--- config.mk ---
export PLATFORM = sky130hd
export DESIGN_NAME = gso_agc_observer
export DESIGN_NICKNAME = d
export VERILOG_FILES = /design/src/hdl/gso_pkg.sv /design/src/hdl/gso_agc_observer.sv /design/src/hdl/gso_unit_tick.sv
export SDC_FILE = /design/constraint.sdc
export NUM_CORES = 1
export LEC_CHECK = 0
export ABC_CLOCK_PERIOD_IN_PS = 3540
export BUFFER_PORTS_ARGS = -buffer_cell sky130_fd_sc_hd__buf_2
export CAP_MARGIN = 5
export CORE_MARGIN = 3
export CORE_UTILIZATION = 53
export CTS_CLUSTER_DIAMETER = 60
export DETAILED_ROUTE_END_ITERATION = 7
export PLACE_DENSITY = 0.8
export SYNTH_ARGS = -nofsm -noshare
export SYNTH_HDL_FRONTEND = slang
export SYNTH_SLANG_ARGS = --single-unit
--- constraint.sdc ---
create_clock -name clk -period 3.54 [get_ports clk]
set_clock_uncertainty 0.05 [all_clocks]
set_input_delay 0.177 -clock clk [delete_from_list [all_inputs] [get_ports clk]]
set_output_delay 0.177 -clock clk [all_outputs]
set_load 0.01 [all_outputs]
--- src/hdl/gso_pkg.sv ---
// Constants, codes and types shared by the gain state observer
package gso_pkg;

    localparam int          CODE_W        = 10;
    localparam int          STEP_W        = 3;
    localparam int          MAG_W         = 16;
    localparam int          TIME_W        = 8;

    // Observation codes written in place of a converter value
    localparam logic [9:0]  CODE_WAIT     = 10'h000;
    localparam logic [9:0]  CODE_BURST    = 10'h100;
    localparam logic [9:0]  CODE_PRE_NOHI = 10'h200;
    localparam logic [9:0]  CODE_FS_LOCK  = 10'h300;
    localparam logic [9:0]  CODE_FS_DOWN  = 10'h380;

    // Gain steps: 0 is the lowest gain, 7 the highest
    localparam int          GAIN_STEPS    = 8;
    localparam logic [2:0]  STEP_TOP      = 3'h7;
    localparam logic [2:0]  STEP_ONE      = 3'h1;

    // Bit positions of the permitted action mask
    localparam int          ACT_CLIP      = 0;
    localparam int          ACT_HI        = 1;
    localparam int          ACT_LO        = 2;

    // Routing of the observation code
    localparam logic        SEL_ADC       = 1'b0;
    localparam logic        SEL_DAC       = 1'b1;

    // Timing unit is 6/5 of a symbol period
    localparam longint      CLK_HZ        = 40000000;
    localparam longint      SYMBOL_HZ     = 9600;
    localparam longint      UNIT_NUM      = 6;
    localparam longint      UNIT_DEN      = 5;
    localparam int          UNIT_CYCLES   = int'((CLK_HZ * UNIT_NUM) / (SYMBOL_HZ * UNIT_DEN));

    typedef enum logic [2:0] {
        ST_WAIT     = 3'b000,
        ST_BURST    = 3'b001,
        ST_PRE_NOHI = 3'b010,
        ST_FS_LOCK  = 3'b011,
        ST_FS_DOWN  = 3'b100,
        ST_FS_ANY   = 3'b101
    } gso_state_e;

    typedef enum logic [1:0] {
        MODE_MANUAL = 2'b00,
        MODE_FULL   = 2'b01,
        MODE_LOCK   = 2'b10,
        MODE_DOWN   = 2'b11
    } gso_mode_e;

endpackage

--- src/hdl/gso_agc_observer.sv ---
// Receive gain control state machine with optional state observation output
// What this block does
// [RULE1] Gain control state stays hidden unless observation is enabled.
// [RULE2] When enabled, the state code replaces the selected ADC result or DAC level.
// [RULE3] The chosen converter path loses its normal value while observation is on.
// [RULE4] Host enables observation and picks DAC or ADC; configuration use only.
// [RULE5] Waiting state, timers reset: code 000, clip, high and low all act.
// [RULE6] Burst start sets preamble indication, code 100, all three cases act.
// [RULE7] Preamble with no-high option: code 200, clip and low act.
// [RULE8] Frame sync with lock option: code 300, no gain action at all.
// [RULE9] Frame sync with down-only option: code 380, clip and high act.
// [RULE10] Frame sync with any-action option: code unchanged, all cases act.
// [RULE11] Signal sensed after short latency; frame sync arrives later from filter.
// [RULE12] Eight gain steps, 0 lowest gain, 7 highest gain.
// [RULE13] Automatic modes act only in receive; manual step applies in any mode.
// [RULE14] First crossing of the detect threshold marks burst start.
// [RULE15] Timers count 6/5 symbol units; thresholds compare 16 bit sample magnitude.
// [RULE16] Disabling observation returns the borrowed converter path to normal.
// [RULE17] Code follows each state change within one timing unit, except any-action state.
module gso_agc_observer
    import gso_pkg::*;
#(
    parameter int UNIT_CYCLES = gso_pkg::UNIT_CYCLES
) (
    input  wire logic                clk,
    input  wire logic                rstn,
    input  wire logic                rx_mode,
    input  wire logic [1:0]          agc_mode,
    input  wire logic                no_high_opt,
    input  wire logic [STEP_W-1:0]   manual_step,
    input  wire logic [STEP_W-1:0]   min_step,
    input  wire logic signed [15:0]  rx_sample,
    input  wire logic                adc_clip,
    input  wire logic                fs_detect,
    input  wire logic                burst_end,
    input  wire logic [MAG_W-1:0]    detect_thr,
    input  wire logic [MAG_W-1:0]    high_thr,
    input  wire logic [MAG_W-1:0]    low_thr,
    input  wire logic [TIME_W-1:0]   low_units,
    input  wire logic [TIME_W-1:0]   settle_units,
    input  wire logic [TIME_W-1:0]   fs_timeout_units,
    input  wire logic                monitor_en,
    input  wire logic                monitor_sel,
    input  wire logic [CODE_W-1:0]   adc_result_in,
    input  wire logic [CODE_W-1:0]   dac_level_in,
    output logic [CODE_W-1:0]        aux_adc_result_r,
    output logic [CODE_W-1:0]        aux_dac_level_r,
    output logic [STEP_W-1:0]        gain_step_r,
    output logic                     gain_up_r,
    output logic                     gain_dn_r,
    output logic                     preamble_det_r,
    output logic                     fs_det_r
);

    function automatic logic [2:0] allow_mask(input gso_state_e st);
        logic [2:0] m;
        m = 3'h7;
        unique case (st)
            ST_WAIT:     m = 3'h7;                                 // [RULE5]
            ST_BURST:    m = 3'h7;                                 // [RULE6]
            ST_PRE_NOHI: m = 3'h7 & ~(3'h1 << ACT_HI);             // [RULE7]
            ST_FS_LOCK:  m = 3'h0;                                 // [RULE8]
            ST_FS_DOWN:  m = 3'h7 & ~(3'h1 << ACT_LO);             // [RULE9]
            ST_FS_ANY:   m = 3'h7;                                 // [RULE10]
            default:     m = 3'h0;
        endcase
        return m;
    endfunction

    function automatic logic [CODE_W-1:0] obs_code(input gso_state_e st, input logic [CODE_W-1:0] prev);
        logic [CODE_W-1:0] c;
        c = prev;
        unique case (st)
            ST_WAIT:     c = CODE_WAIT;
            ST_BURST:    c = CODE_BURST;
            ST_PRE_NOHI: c = CODE_PRE_NOHI;
            ST_FS_LOCK:  c = CODE_FS_LOCK;
            ST_FS_DOWN:  c = CODE_FS_DOWN;
            ST_FS_ANY:   c = prev;
            default:     c = prev;
        endcase
        return c;
    endfunction

    gso_state_e        state_r;
    gso_state_e        state_nxt;
    logic [MAG_W-1:0]  mag_r;
    logic [MAG_W-1:0]  mag_nxt;
    logic              clip_r;
    logic [TIME_W-1:0] settle_cnt_r;
    logic [TIME_W-1:0] settle_cnt_nxt;
    logic [TIME_W-1:0] low_cnt_r;
    logic [TIME_W-1:0] low_cnt_nxt;
    logic [TIME_W-1:0] burst_cnt_r;
    logic [TIME_W-1:0] burst_cnt_nxt;
    logic [STEP_W-1:0] gain_step_nxt;
    logic              gain_up_nxt;
    logic              gain_dn_nxt;
    logic [CODE_W-1:0] code_r;
    logic [CODE_W-1:0] code_nxt;
    logic [CODE_W-1:0] aux_adc_nxt;
    logic [CODE_W-1:0] aux_dac_nxt;
    logic              rx_active;
    logic              unit_tick;
    logic [2:0]        allow;
    logic              want_dn;
    logic              low_now;

    // Timers are held in reset while the automatic function is idle
    gso_unit_tick #(
        .UNIT_CYCLES (UNIT_CYCLES)
    ) u_tick (
        .clk    (clk),
        .rstn   (rstn),
        .clear  (!rx_active),
        .tick_r (unit_tick)
    );

    assign rx_active = rx_mode && (agc_mode != MODE_MANUAL);          // [RULE13]
    assign allow     = allow_mask(state_r);

    // One register stage of sensing; frame sync arrives much later from the filter path
    always_comb begin
        mag_nxt = (rx_sample < 0) ? MAG_W'(-rx_sample) : MAG_W'(rx_sample);   // [RULE15] [RULE11]
    end

    always_ff @(posedge clk or negedge rstn) begin
        if (!rstn) begin
            mag_r  <= '0;
            clip_r <= 1'b0;
        end else begin
            mag_r  <= mag_nxt;
            clip_r <= adc_clip;
        end
    end

    // State and timers
    always_comb begin
        state_nxt      = state_r;
        burst_cnt_nxt  = burst_cnt_r;
        if (!rx_active) begin
            state_nxt     = ST_WAIT;                                   // [RULE5]
            burst_cnt_nxt = '0;
        end else begin
            unique case (state_r)
                ST_WAIT: begin
                    burst_cnt_nxt = '0;
                    if (mag_r > detect_thr) begin
                        state_nxt = ST_BURST;                          // [RULE14] [RULE6]
                    end
                end
                ST_BURST, ST_PRE_NOHI: begin
                    if (unit_tick) begin
                        burst_cnt_nxt = burst_cnt_r + TIME_W'(1);      // [RULE15]
                    end
                    if (fs_detect) begin
                        unique case (gso_mode_e'(agc_mode))
                            MODE_LOCK: state_nxt = ST_FS_LOCK;         // [RULE8]
                            MODE_DOWN: state_nxt = ST_FS_DOWN;         // [RULE9]
                            default:   state_nxt = ST_FS_ANY;          // [RULE10]
                        endcase
                    end else if (burst_cnt_r >= fs_timeout_units) begin
                        state_nxt = ST_WAIT;
                    end else if (state_r == ST_BURST && no_high_opt && unit_tick) begin
                        state_nxt = ST_PRE_NOHI;                       // [RULE7]
                    end
                end
                ST_FS_LOCK, ST_FS_DOWN, ST_FS_ANY: begin
                    if (burst_end) begin
                        state_nxt = ST_WAIT;
                    end
                end
                default: state_nxt = ST_WAIT;
            endcase
        end
    end

    // Gain stepping; a settle period after each change keeps one step per response
    always_comb begin
        gain_step_nxt  = gain_step_r;
        gain_up_nxt    = 1'b0;
        gain_dn_nxt    = 1'b0;
        settle_cnt_nxt = settle_cnt_r;
        low_cnt_nxt    = low_cnt_r;
        want_dn        = (allow[ACT_CLIP] && clip_r) || (allow[ACT_HI] && mag_r > high_thr);
        low_now        = allow[ACT_LO] && (mag_r < low_thr) && !clip_r;
        if (agc_mode == MODE_MANUAL) begin
            gain_step_nxt  = manual_step;                              // [RULE13] [RULE12]
            settle_cnt_nxt = '0;
            low_cnt_nxt    = '0;
        end else if (!rx_active) begin
            settle_cnt_nxt = '0;
            low_cnt_nxt    = '0;
        end else begin
            if (settle_cnt_r != '0 && unit_tick) begin
                settle_cnt_nxt = settle_cnt_r - TIME_W'(1);
            end
            if (!low_now) begin
                low_cnt_nxt = '0;
            end else if (unit_tick && low_cnt_r < low_units) begin
                low_cnt_nxt = low_cnt_r + TIME_W'(1);
            end
            if (settle_cnt_r == '0) begin
                if (want_dn && gain_step_r > min_step) begin
                    gain_step_nxt  = gain_step_r - STEP_ONE;           // [RULE12]
                    gain_dn_nxt    = 1'b1;
                    settle_cnt_nxt = settle_units;
                    low_cnt_nxt    = '0;
                end else if (!want_dn && low_now && low_cnt_r >= low_units && gain_step_r < STEP_TOP) begin
                    gain_step_nxt  = gain_step_r + STEP_ONE;           // [RULE12]
                    gain_up_nxt    = 1'b1;
                    settle_cnt_nxt = settle_units;
                    low_cnt_nxt    = '0;
                end
            end
        end
    end

    // Observation routing; code is computed always but only exposed when enabled
    always_comb begin
        code_nxt    = obs_code(state_nxt, code_r);                      // [RULE17] [RULE10]
        aux_adc_nxt = adc_result_in;                                    // [RULE1] [RULE16]
        aux_dac_nxt = dac_level_in;
        if (monitor_en && monitor_sel == SEL_ADC) begin
            aux_adc_nxt = code_nxt;                                     // [RULE2] [RULE3]
        end
        if (monitor_en && monitor_sel == SEL_DAC) begin
            aux_dac_nxt = code_nxt;                                     // [RULE2] [RULE3]
        end
    end

    always_ff @(posedge clk or negedge rstn) begin
        if (!rstn) begin
            state_r          <= ST_WAIT;
            burst_cnt_r      <= '0;
            settle_cnt_r     <= '0;
            low_cnt_r        <= '0;
            gain_step_r      <= STEP_TOP;
            gain_up_r        <= 1'b0;
            gain_dn_r        <= 1'b0;
            code_r           <= CODE_WAIT;
            aux_adc_result_r <= '0;
            aux_dac_level_r  <= '0;
            preamble_det_r   <= 1'b0;
            fs_det_r         <= 1'b0;
        end else begin
            state_r          <= state_nxt;
            burst_cnt_r      <= burst_cnt_nxt;
            settle_cnt_r     <= settle_cnt_nxt;
            low_cnt_r        <= low_cnt_nxt;
            gain_step_r      <= gain_step_nxt;
            gain_up_r        <= gain_up_nxt;
            gain_dn_r        <= gain_dn_nxt;
            code_r           <= code_nxt;
            aux_adc_result_r <= aux_adc_nxt;
            aux_dac_level_r  <= aux_dac_nxt;
            preamble_det_r   <= (state_nxt != ST_WAIT);                 // [RULE6]
            fs_det_r         <= (state_nxt == ST_FS_LOCK) || (state_nxt == ST_FS_DOWN) ||
                                (state_nxt == ST_FS_ANY);
        end
    end
endmodule

--- src/hdl/gso_unit_tick.sv ---
// Timing unit tick generator, one pulse per unit of 6/5 symbol period
module gso_unit_tick
    import gso_pkg::*;
#(
    parameter int UNIT_CYCLES = gso_pkg::UNIT_CYCLES
) (
    input  wire logic clk,
    input  wire logic rstn,
    input  wire logic clear,
    output logic      tick_r
);
    localparam int          CNT_W   = (UNIT_CYCLES > 1) ? $clog2(UNIT_CYCLES) : 1;
    localparam logic [CNT_W-1:0] CNT_LAST = CNT_W'(UNIT_CYCLES - 1);
    localparam logic [CNT_W-1:0] CNT_ZERO = '0;

    logic [CNT_W-1:0] cnt_r;
    logic [CNT_W-1:0] cnt_nxt;
    logic             tick_nxt;

    // Clearing restarts the unit so timers begin on a whole unit
    always_comb begin
        cnt_nxt  = cnt_r + CNT_W'(1);
        tick_nxt = 1'b0;
        if (clear) begin
            cnt_nxt = CNT_ZERO;
        end else if (cnt_r == CNT_LAST) begin
            cnt_nxt  = CNT_ZERO;
            tick_nxt = 1'b1;
        end
    end

    always_ff @(posedge clk or negedge rstn) begin
        if (!rstn) begin
            cnt_r  <= '0;
            tick_r <= 1'b0;
        end else begin
            cnt_r  <= cnt_nxt;
            tick_r <= tick_nxt;
        end
    end

endmodule
==> results of run 1 <==
## final timing paths
| path | cells after the start | slack [ns] | endpoint |
|---|---|---|---|
| setup / recovery | 11 | 0.11 | gain_step_r[2] |
| hold / removal | 2 | 0.007 | mag_r[5] |
| setup reg to reg | 11 | 0.11 | gain_step_r[2] |
| hold reg to reg | 1 | 0.43 | u_tick.cnt_r[0] |
| max in group asynchronous | 3 | 2.11 | mag_r[2] |
| min in group asynchronous | 2 | 0.45 | burst_cnt_r[0] |
## cell families (layout without fill, tap and decap cells)
family	after synthesis	in the layout	share of synthesized area (%)
and+or+nand+nor	221	221	18.3
DFF	95	95	39.1
buffers and inverters	106	285	6.73
adders and majority gates	74	74	15.3
AOI/OAI and AO/OA	141	141	14.6
muxes	3	3	0.554
xor gates and xnor gates	38	38	5.46
## cells in the final DEF (no fill, tap or decap), types with 6 or more instances in the layout
cell and instances:
and3_1 8, nand2b_1 13, nor4_1 6, nor3_1 6
xnor2_1 25, o21ai_0 51, dlygate4sd3_1 24, nand3_1 22
nand2_1 60, nor2_1 54, inv_1 91, nand4_1 15
nor2b_1 10, ha_1 72, a21oi_1 28, buf_2 150
xor2_1 13, clkbuf_16 9, o21ai_1 6, a211oi_1 10
dfrtp_1 92
## sequential cells by signal, summed over array words and instances (netlist names), 3 cells and up
signal,flops
aux_adc_result_r,10
aux_dac_level_r,10
burst_cnt_r,8
code_r,10
gain_step_r,3
low_cnt_r,8
mag_r,16
settle_cnt_r,8
state_r,3
u_tick.cnt_r,13
## what timing repair did
action	4_1_cts	5_1_grt
hold buffers	24	0
gates resized for setup	0	2
setup endpoints to repair	0	1
endpoints found under the hold margin	93	0
## worst reg2reg max path: cells and delay by family, from the launching register on
| family | cells | cell delay, ns |
|---|---|---|
| compound gates | 5 | 1.08 |
| fa+ha+maj | 2 | 0.74 |
| simple gates | 4 | 1.07 |
| flops | 1 | 0.41 |
## metal layers
layer | track usage [%] | vias to the layer above | part of all wire (%)
met5 | 0 | - | 0
met4 | 7.45 | 0 | 2.2
met3 | 3.26 | 31 | 5.1
met2 | 42.8 | 179 | 50
met1 | 29.6 | 2591 | 42
li1 | - | 2694 | -
## metrics by stage
stage,instance area [um^2],utilization [%]
after floorplan,6100,-
after detailed placement,6980,63.3
final,7530,68.2
after global placement,6980,63.3
after global routing,7530,68.2
after CTS,7520,68.2
## synth_stat cells, drive strengths merged (2+ instances only)
cell type / number
and3: 8
dfrtp: 92
or2: 3
o211ai: 4
or4: 3
nor2b: 10
nor2: 54
o31ai: 5
a32o: 2
nor3: 7
nor4: 7
and4: 3
a31oi: 4
a2bb2oi: 2
nand3: 22
nand2: 61
o21ai: 57
inv: 91
a41oi: 2
mux2: 3
buf: 4
o41ai: 2
nand4: 16
o21a: 2
xnor2: 25
a22o: 5
clkbuf: 10
a21oi: 28
a311oi: 2
ha: 72
a2111o: 2
nor4b: 4
a21o: 4
o2bb2ai: 2
xor2: 13
a211oi: 10
nand2b: 13
dfstp: 3
or3: 5
## final cells by class
cell class	count	area, um^2	area share (%)
Multi-Input combinational cell	477	3310	44.0
Clock buffer	9	225	2.99
Tap cell	140	175	2.33
Inverter	92	345	4.59
Clock inverter	7	73.8	0.981
Timing Repair Buffer	177	1010	13.5
Sequential cell	95	2380	31.6
## where the power goes
group	total (W)	internal, W	switching (W)
registers	0.00125	0.00117	0.0000720
clock network	0.000960	0.000499	0.000461
logic	0.000792	0.000335	0.000457
==> results.cfg, run 1 <==
[yosys]
synth_ff_type = dfrtp_1
yosysWarnings = 0
synthesis.nets = 876
synth_edf_count = 0
ys_ff_latch = 95
synth_top_cell_by_area = dfrtp_1
ys_types = 64
syn_avg_cell_area_um2 = 8.99
netlist.area_leader.share_pct = 37.8
netlist_instances = 678
async_flop_share_pct = 100
syn_area_mm2 = 0.00610
synth_area_leaders = dfrtp_1, ha_1, inv_1
seq_area_frac_synth_pct = 39.1

[timing]
rsz0062_at_grt = no
setup_viol_count_final = 0
slew_headroom_pct = 30.1
fmax_mhz = 292
period_share_pct = 96.8
slew_violations = 0
period_minus_slack_ns = 3.43
fin_hold_ws_ns = 0.00654
layout_setup_ws_ns = 0.114
tightest_slew_ns = 1.03
setup_tns_ns = 0
finalHoldViolCount = 0

[setup_path]
crit_arrival_ns = 3.64
cp_num_buf_inv = 0
worstReg2RegStart = mag_r[1]
crit_start = mag_r[1]
end_kind = flip-flop
critical_path_class = flip-flop to flip-flop
cp-start-kind = flip-flop
cp_slowest_stage_delay_ns = 0.60
cp_top_family = compound AO/OA/AOI/OAI gates
path_cells = ha_1 > nor2b_1 > o211ai_1 > a2111o_1 > a31oi_2 > nand2_1 > fa_2 > nor2_1 > or4b_2 > a41oi_1 > o21ai_1
crit_path_top_delay_cell = or4b_2
critPathMaxFanout = 3
required_ns = 3.75

[floorplan]
fp.dieW_um = 113
rows = 38
ios = 152
die_height_um = 113
die_area_mm2 = 0.0128
start_util_pct = 55.3
core_area_mm2 = 0.0110

[clock_tree]
cts_root_buf = clkbuf_16
clock_latency_ns = 0.34
htree_levels = 3
cts_tree = built
clock-sinks = 95
post-cts-setup-buffers = 0
cts.clk_slew.worst_paths_ns = 0.07
clockBufferDepth = 2
cts_buffers = 9

[place]
gp_congestion = 0.915
portBuffers = 151
numPlacedInstances = 957
place_ws_ns = 0.152
dp_hpwl_um = 11800

[global_route]
grt_max_degree = 74
grt_pass1_vias = 5566
grt_usage_pct = 23.8
grt_pass1_wl_um = 25100
grt-ovfl-total = 0
antenna_found_initial = 0

[layout]
finalNetCount = 1050
area_delta_synth_final_pct = 23.5
antenna_cells = 0
nFillCells = 865
instances_no_fill = 997
drive_gt1_share_pct = 21.8

[pwr]
powerDensity_mw_per_mm2 = 398
power_w = 0.00300
power_leakage_nw = 3.92
vdd_ir_drop_max_mv = 0.353

[routing]
vias = 5495
drt-wirelength-per-cell_um = 15.4
ant_nets = 0
drc_errors = 0
drtIter0Drc = 289
wl_um = 15300
drt_first_pass_iters = 4
vias_per_cell = 5.51

[job]
drv_cap = 0

[outcome]
status = completed

[worst_hold_path]
hp-start = rx_sample[5]
hold_path_class = input pin to flip-flop
Power figures use the tool's default switching activity.
==> run 2: changes to the inputs <==
--- a/config.mk
+++ b/config.mk
@@ -10,9 +10,11 @@
 export CAP_MARGIN = 5
 export CORE_MARGIN = 3
 export CORE_UTILIZATION = 53
+export CTS_BUF_LIST = sky130_fd_sc_hd__clkbuf_4
 export CTS_CLUSTER_DIAMETER = 60
 export DETAILED_ROUTE_END_ITERATION = 7
 export PLACE_DENSITY = 0.8
+export RECOVER_POWER = 25
 export SYNTH_ARGS = -nofsm -noshare
 export SYNTH_HDL_FRONTEND = slang
 export SYNTH_SLANG_ARGS = --single-unit
==> run 2 against run 1 <==
The flow now finishes with violations (capacitance limit, slew limit); sequential power barely moved; final cell count rose by 3.0%; routed wire length increased by 4.7%; non-clock buffer count grew 30; combinational power rose by 3.0%; total power is 11% lower; design area up 1.8%; clock-buffer cell count stayed put; first-iteration DRC count is 17% higher; die area stayed put; global-route usage increased by 1.3 points; via count grew 3.5%; largest cell class unchanged; highest routed layer unchanged.
==> results.cfg, run 2 (synthesized netlist as in run 1, its figures left out) <==
[routing]
drt_first_pass_iters = 5
met1_length_um = 6660
top_layer = met4
vias_per_cell = 5.54
wl_um = 16100
drt-wirelength-per-cell_um = 15.6
wl_met3_um = 889
wl_met2_um = 8150
drtIter0Drc = 339
vias = 5687
ant_nets = 0
drc_errors = 0

[layout]
drive_gt1_share_pct = 20.7
largest_reg_flops = 16
multi_input_comb_area_mm2 = 0.00331
nFillCells = 843
regArea_mm2 = 0.00238
area_delta_synth_final_pct = 25.7
regMostFlops = mag_r
layout_commonest_cell = buf_2
antenna_cells = 0
mostFrequentLayoutCells = buf_2, dfrtp_1, inv_1, ha_1, nand2_1
reg_top3 = mag_r: 16 flops, u_tick.cnt_r: 13 flops
finalNetCount = 1080

[outcome]
violations = capacitance limit, slew limit
status = finished, violations left

[clock_tree]
cts_buffers = 9
cts_root_buf = clkbuf_4
clock-sinks = 95
post-cts-setup-buffers = 0
clockBufferDepth = 2
htree_levels = 3
cts_tree = built
cts.clk_slew.worst_paths_ns = 0.17
clock_latency_ns = 0.48

[setup_path]
rr_worst_depth = 11
critPathMaxFanout = 3
end_kind = flip-flop
crit_end = gain_step_r[2]
crit_start = mag_r[1]
critical_path_class = flip-flop to flip-flop
worstReg2RegStart = mag_r[1]
required_ns = 3.90
cp-start-kind = flip-flop
rrSetupSlack_ns = 0.10
crit_arrival_ns = 3.80
regToRegEndpoint = gain_step_r[2]

[global_route]
grt_usage_pct = 25.1
grt_max_degree = 74
antenna_found_initial = 0
grt-ovfl-total = 0
grt_pass1_vias = 5793
grt_pass1_wl_um = 26300

[pwr]
powerDensity_mw_per_mm2 = 347
power_w = 0.00266
power_leakage_nw = 3.97
vdd_ir_drop_max_mv = 0.415

[worst_hold_path]
hold_path_class = input pin to flip-flop

[floorplan]
die_height_um = 113
core_area_mm2 = 0.0110
ios = 152
fp.dieW_um = 113
rows = 38
start_util_pct = 55.3
die_area_mm2 = 0.0128

[timing]
period_share_pct = 97.1
slew_headroom_pct = -17.8
setup_tns_ns = 0
tightest_slew_ns = 1.77
period_minus_slack_ns = 3.44
rsz0062_at_grt = no
finalHoldViolCount = 0
fin_hold_ws_ns = 0.0428
fmax_mhz = 291
slew_violations = 74
setup_viol_count_final = 0

[place]
dp_hpwl_um = 11800
gp_congestion = 0.915
portBuffers = 151

[job]
drv_cap = 1
==> run 2: power by group <==
group / switching [W] / internal (W)
combinational: 0.000460 / 0.000356
sequential: 0.0000725 / 0.00117
clock: 0.000429 / 0.000167
total: 0.000961 / 0.00170
==> run 2: critical path, stage by stage, from the launching register on <==
cell	delay, ns
dfrtp_1	0.44
ha_1	0.32
nor2b_1	0.17
o211ai_1	0.11
a2111o_1	0.40
a31oi_2	0.19
nand2_1	0.16
fa_1	0.46
nor2_1	0.13
or4b_2	0.60
a41oi_1	0.27
o21ai_1	0.10
==> run 2: worst min path at each step <==
stage	from	to	slack, ns	cells after the start
3_3_place_gp	adc_clip	clip_r	0.26	1
3_5_place_dp	adc_clip	clip_r	0.26	1
6_report	agc_mode[0]	gain_step_r[1]	0.04	3
4_1_cts	agc_mode[0]	gain_step_r[1]	0.006	3
5_1_grt	agc_mode[0]	gain_step_r[1]	0.03	3
2_1_floorplan	rstn	aux_adc_result_r[0]	-0.17	0
==> run 2: area by class of cell <==
type	instances	share of cell area, %
Timing Repair Buffer	207	17.1
Inverter	92	4.51
Tap cell	140	2.29
Sequential cell	95	31.1
Clock inverter	7	0.963
Multi-Input combinational cell	477	43.2
Clock buffer	9	0.882
==> run 2: what timing repair did <==
item / in CTS / in global routing
hold buffers: 54 / 0
resized for setup: 0 / 1
setup endpoints to repair: 0 / 1
hold endpoints to repair: 115 / 0
==> run 2: routing by layer <==
metal / global-route usage [%] / up-vias
li1: - / 2754
met1: 30.3 / 2694
met2: 45.5 / 197
met3: 4.71 / 42
met4: 7.13 / 0
met5: 0 / -
==> run 2: per-stage QoR <==
step                      cells  setup WS, ns  cell area, um^2  util (%)
final                      1027         0.102             7660      69.5
after detailed placement    957         0.152             6980      63.3
after global routing       1027       0.00643             7660      69.5
after CTS                  1027         0.126             7660      69.5
after global placement      957         0.314             6980      63.3
after floorplan             678         0.406             6100         -
==> run 3: changes to the inputs <==
--- a/config.mk
+++ b/config.mk
@@ -5,10 +5,9 @@
 export SDC_FILE = /design/constraint.sdc
 export NUM_CORES = 1
 export LEC_CHECK = 0
-export ABC_CLOCK_PERIOD_IN_PS = 3540
+export ABC_CLOCK_PERIOD_IN_PS = 4500
 export BUFFER_PORTS_ARGS = -buffer_cell sky130_fd_sc_hd__buf_2
 export CAP_MARGIN = 5
-export CORE_MARGIN = 3
 export CORE_UTILIZATION = 53
 export CTS_BUF_LIST = sky130_fd_sc_hd__clkbuf_4
 export CTS_CLUSTER_DIAMETER = 60
==> constraint.sdc (replaced) <==
create_clock -name clk -period 4.5 [get_ports clk]
set_clock_uncertainty 0.05 [all_clocks]
set_input_delay 0.225 -clock clk [delete_from_list [all_inputs] [get_ports clk]]
set_output_delay 0.225 -clock clk [all_outputs]
set_load 0.01 [all_outputs]
==> run 3 against run 2 <==
The run still ends with capacitance limit, slew limit left; sequential share of layout area is 0.40 points higher; flip-flop and latch count unchanged; non-clock buffer count fell by 10; final cell count decreased by 0.88%; combinational power is 24% lower; design area is 1.3% lower; largest cell class unchanged.
==> results.cfg, run 3 (synthesized netlist as in run 1, its figures left out) <==
[setup_path]
cp_num_cells = 10
cp-start-kind = flip-flop
end_kind = flip-flop
rr_worst_depth = 10
cp_top_family = compound AO/OA/AOI/OAI gates
critical_path_class = flip-flop to flip-flop
worstReg2RegStart = mag_r[13]
required_ns = 4.85
cp_num_buf_inv = 0
critPathMaxFanout = 5
crit_start = mag_r[13]
crit_arrival_ns = 3.83
cp_slowest_stage_delay_ns = 0.59
path_cells = ha_1 > nand4_2 > a2111o_1 > a31oi_1 > nand2_1 > fa_1 > nor2_1 > or4b_2 > a41oi_1 > o21ai_1
crit_path_top_delay_cell = or4b_2

[routing]
ant_nets = 0
wl_um = 15200
vias_per_cell = 5.41
drtIter0Drc = 325
drc_errors = 0
drt_first_pass_iters = 4
drt-wirelength-per-cell_um = 14.9
vias = 5508

[layout]
mostFrequentLayoutCells = buf_2, dfrtp_1, inv_1, ha_1, nand2_1
multi_input_comb_area_mm2 = 0.00330
nFillCells = 878
reg_top3 = mag_r: 16 flops, u_tick.cnt_r: 13 flops
area_delta_synth_final_pct = 24.1
layout_commonest_cell = buf_2
finalNetCount = 1070
regArea_mm2 = 0.00238
drive_gt1_share_pct = 20.6
largest_reg_flops = 16
instances_no_fill = 1018
regMostFlops = mag_r

[global_route]
grt-ovfl-total = 0
antenna_found_initial = 0
grt_pass1_wl_um = 24800
grt_pass1_vias = 5595
grt_max_degree = 55
grt_usage_pct = 26.9

[timing]
rsz0062_at_grt = no
finalHoldViolCount = 0
period_share_pct = 77.3
setup_tns_ns = 0
fmax_mhz = 288
setup_viol_count_final = 0
slew_violations = 55
slew_headroom_pct = -95.9
period_minus_slack_ns = 3.48
tightest_slew_ns = 2.94

[worst_hold_path]
hold_path_class = input pin to flip-flop
hp-start = monitor_sel
hold_depth = 3

[job]
drv_cap = 1

[floorplan]
die_area_mm2 = 0.0119
fp.dieW_um = 109
core_area_mm2 = 0.0110
die_height_um = 109
ios = 152
start_util_pct = 55.3
rows = 38

[clock_tree]
cts_tree = built
clock_latency_ns = 0.46
cts_resized = 0
cts_root_buf = clkbuf_4
cts_buffers = 9
clock-sinks = 95
clockBufferDepth = 2
cts.clk_slew.worst_paths_ns = 0.16
htree_levels = 3

[place]
portBuffers = 151
numPlacedInstances = 956
gp_congestion = 0.884
dp_hpwl_um = 11400

[outcome]
status = finished, violations left
violations = capacitance limit, slew limit

[pwr]
power_leakage_nw = 3.93
vdd_ir_drop_max_mv = 0.229
powerDensity_mw_per_mm2 = 276
run 3: layout make-up:
cell class / instances / area share, %
Multi-Input combinational cell: 477 / 43.7
Tap cell: 140 / 2.32
Clock buffer: 10 / 0.992
Antenna cell: 1 / 0.0331
Timing Repair Buffer: 197 / 16.0
Sequential cell: 95 / 31.5
Clock inverter: 6 / 0.959
Inverter: 92 / 4.56
run 3: where the power goes:
| part | total, W | switching [W] | internal [W] |
|---|---|---|---|
| registers | 0.000976 | 0.0000530 | 0.000923 |
| logic | 0.000619 | 0.000350 | 0.000269 |
| clock network | 0.000495 | 0.000310 | 0.000185 |
| total | 0.00209 | 0.000713 | 0.00138 |
run 3: worst register-to-register path, stage by stage (launching register included):
cell,delay [ns]
dfrtp_1,0.44
ha_1,0.33
nand4_2,0.17
a2111o_1,0.43
a31oi_1,0.34
nand2_1,0.20
fa_1,0.45
nor2_1,0.11
or4b_2,0.59
a41oi_1,0.22
o21ai_1,0.09
run 3: final timing paths:
check	endpoint	slack, ns
worst max register to register	gain_step_r[2]	1.02
max in group asynchronous	u_tick.tick_r	1.43
worst min-delay path	aux_dac_level_r[9]	0.04
worst min register to register	u_tick.cnt_r[0]	0.42
min in group asynchronous	mag_r[0]	1.20
worst max-delay path	gain_step_r[2]	1.02
run 3: metrics by stage:
step / area [um^2] / setup slack (ns) / hold WS [ns] / util [%] / total power [W]
after floorplan: 6100 / 1.37 / -0.121 / - / 0.00138
after global placement: 6970 / 1.16 / 0.266 / 63.2 / 0.00155
after detailed placement: 6970 / 1.06 / 0.274 / 63.2 / 0.00158
after CTS: 7570 / 1.01 / 0.00512 / 68.6 / 0.00210
after global routing: 7560 / 0.810 / 0.0221 / 68.6 / 0.00223
final: 7570 / 1.02 / 0.0432 / 68.6 / 0.00209
run 3: repair_timing:
| item | in CTS | in global routing |
|---|---|---|
| hold buffers | 45 | 0 |
| endpoints found under the hold margin | 95 | 0 |
| endpoints found under the setup margin | 0 | 0 |
| setup buffers | 0 | 0 |
run 3: layer usage:
layer  up-vias  GRT usage [%]  wire length [um]
met1      2574           32.2              6530
met4         0           8.67               266
li1       2748              -                 -
met2       157           48.7              7600
met5         -              0                 0
met3        29           4.96               769
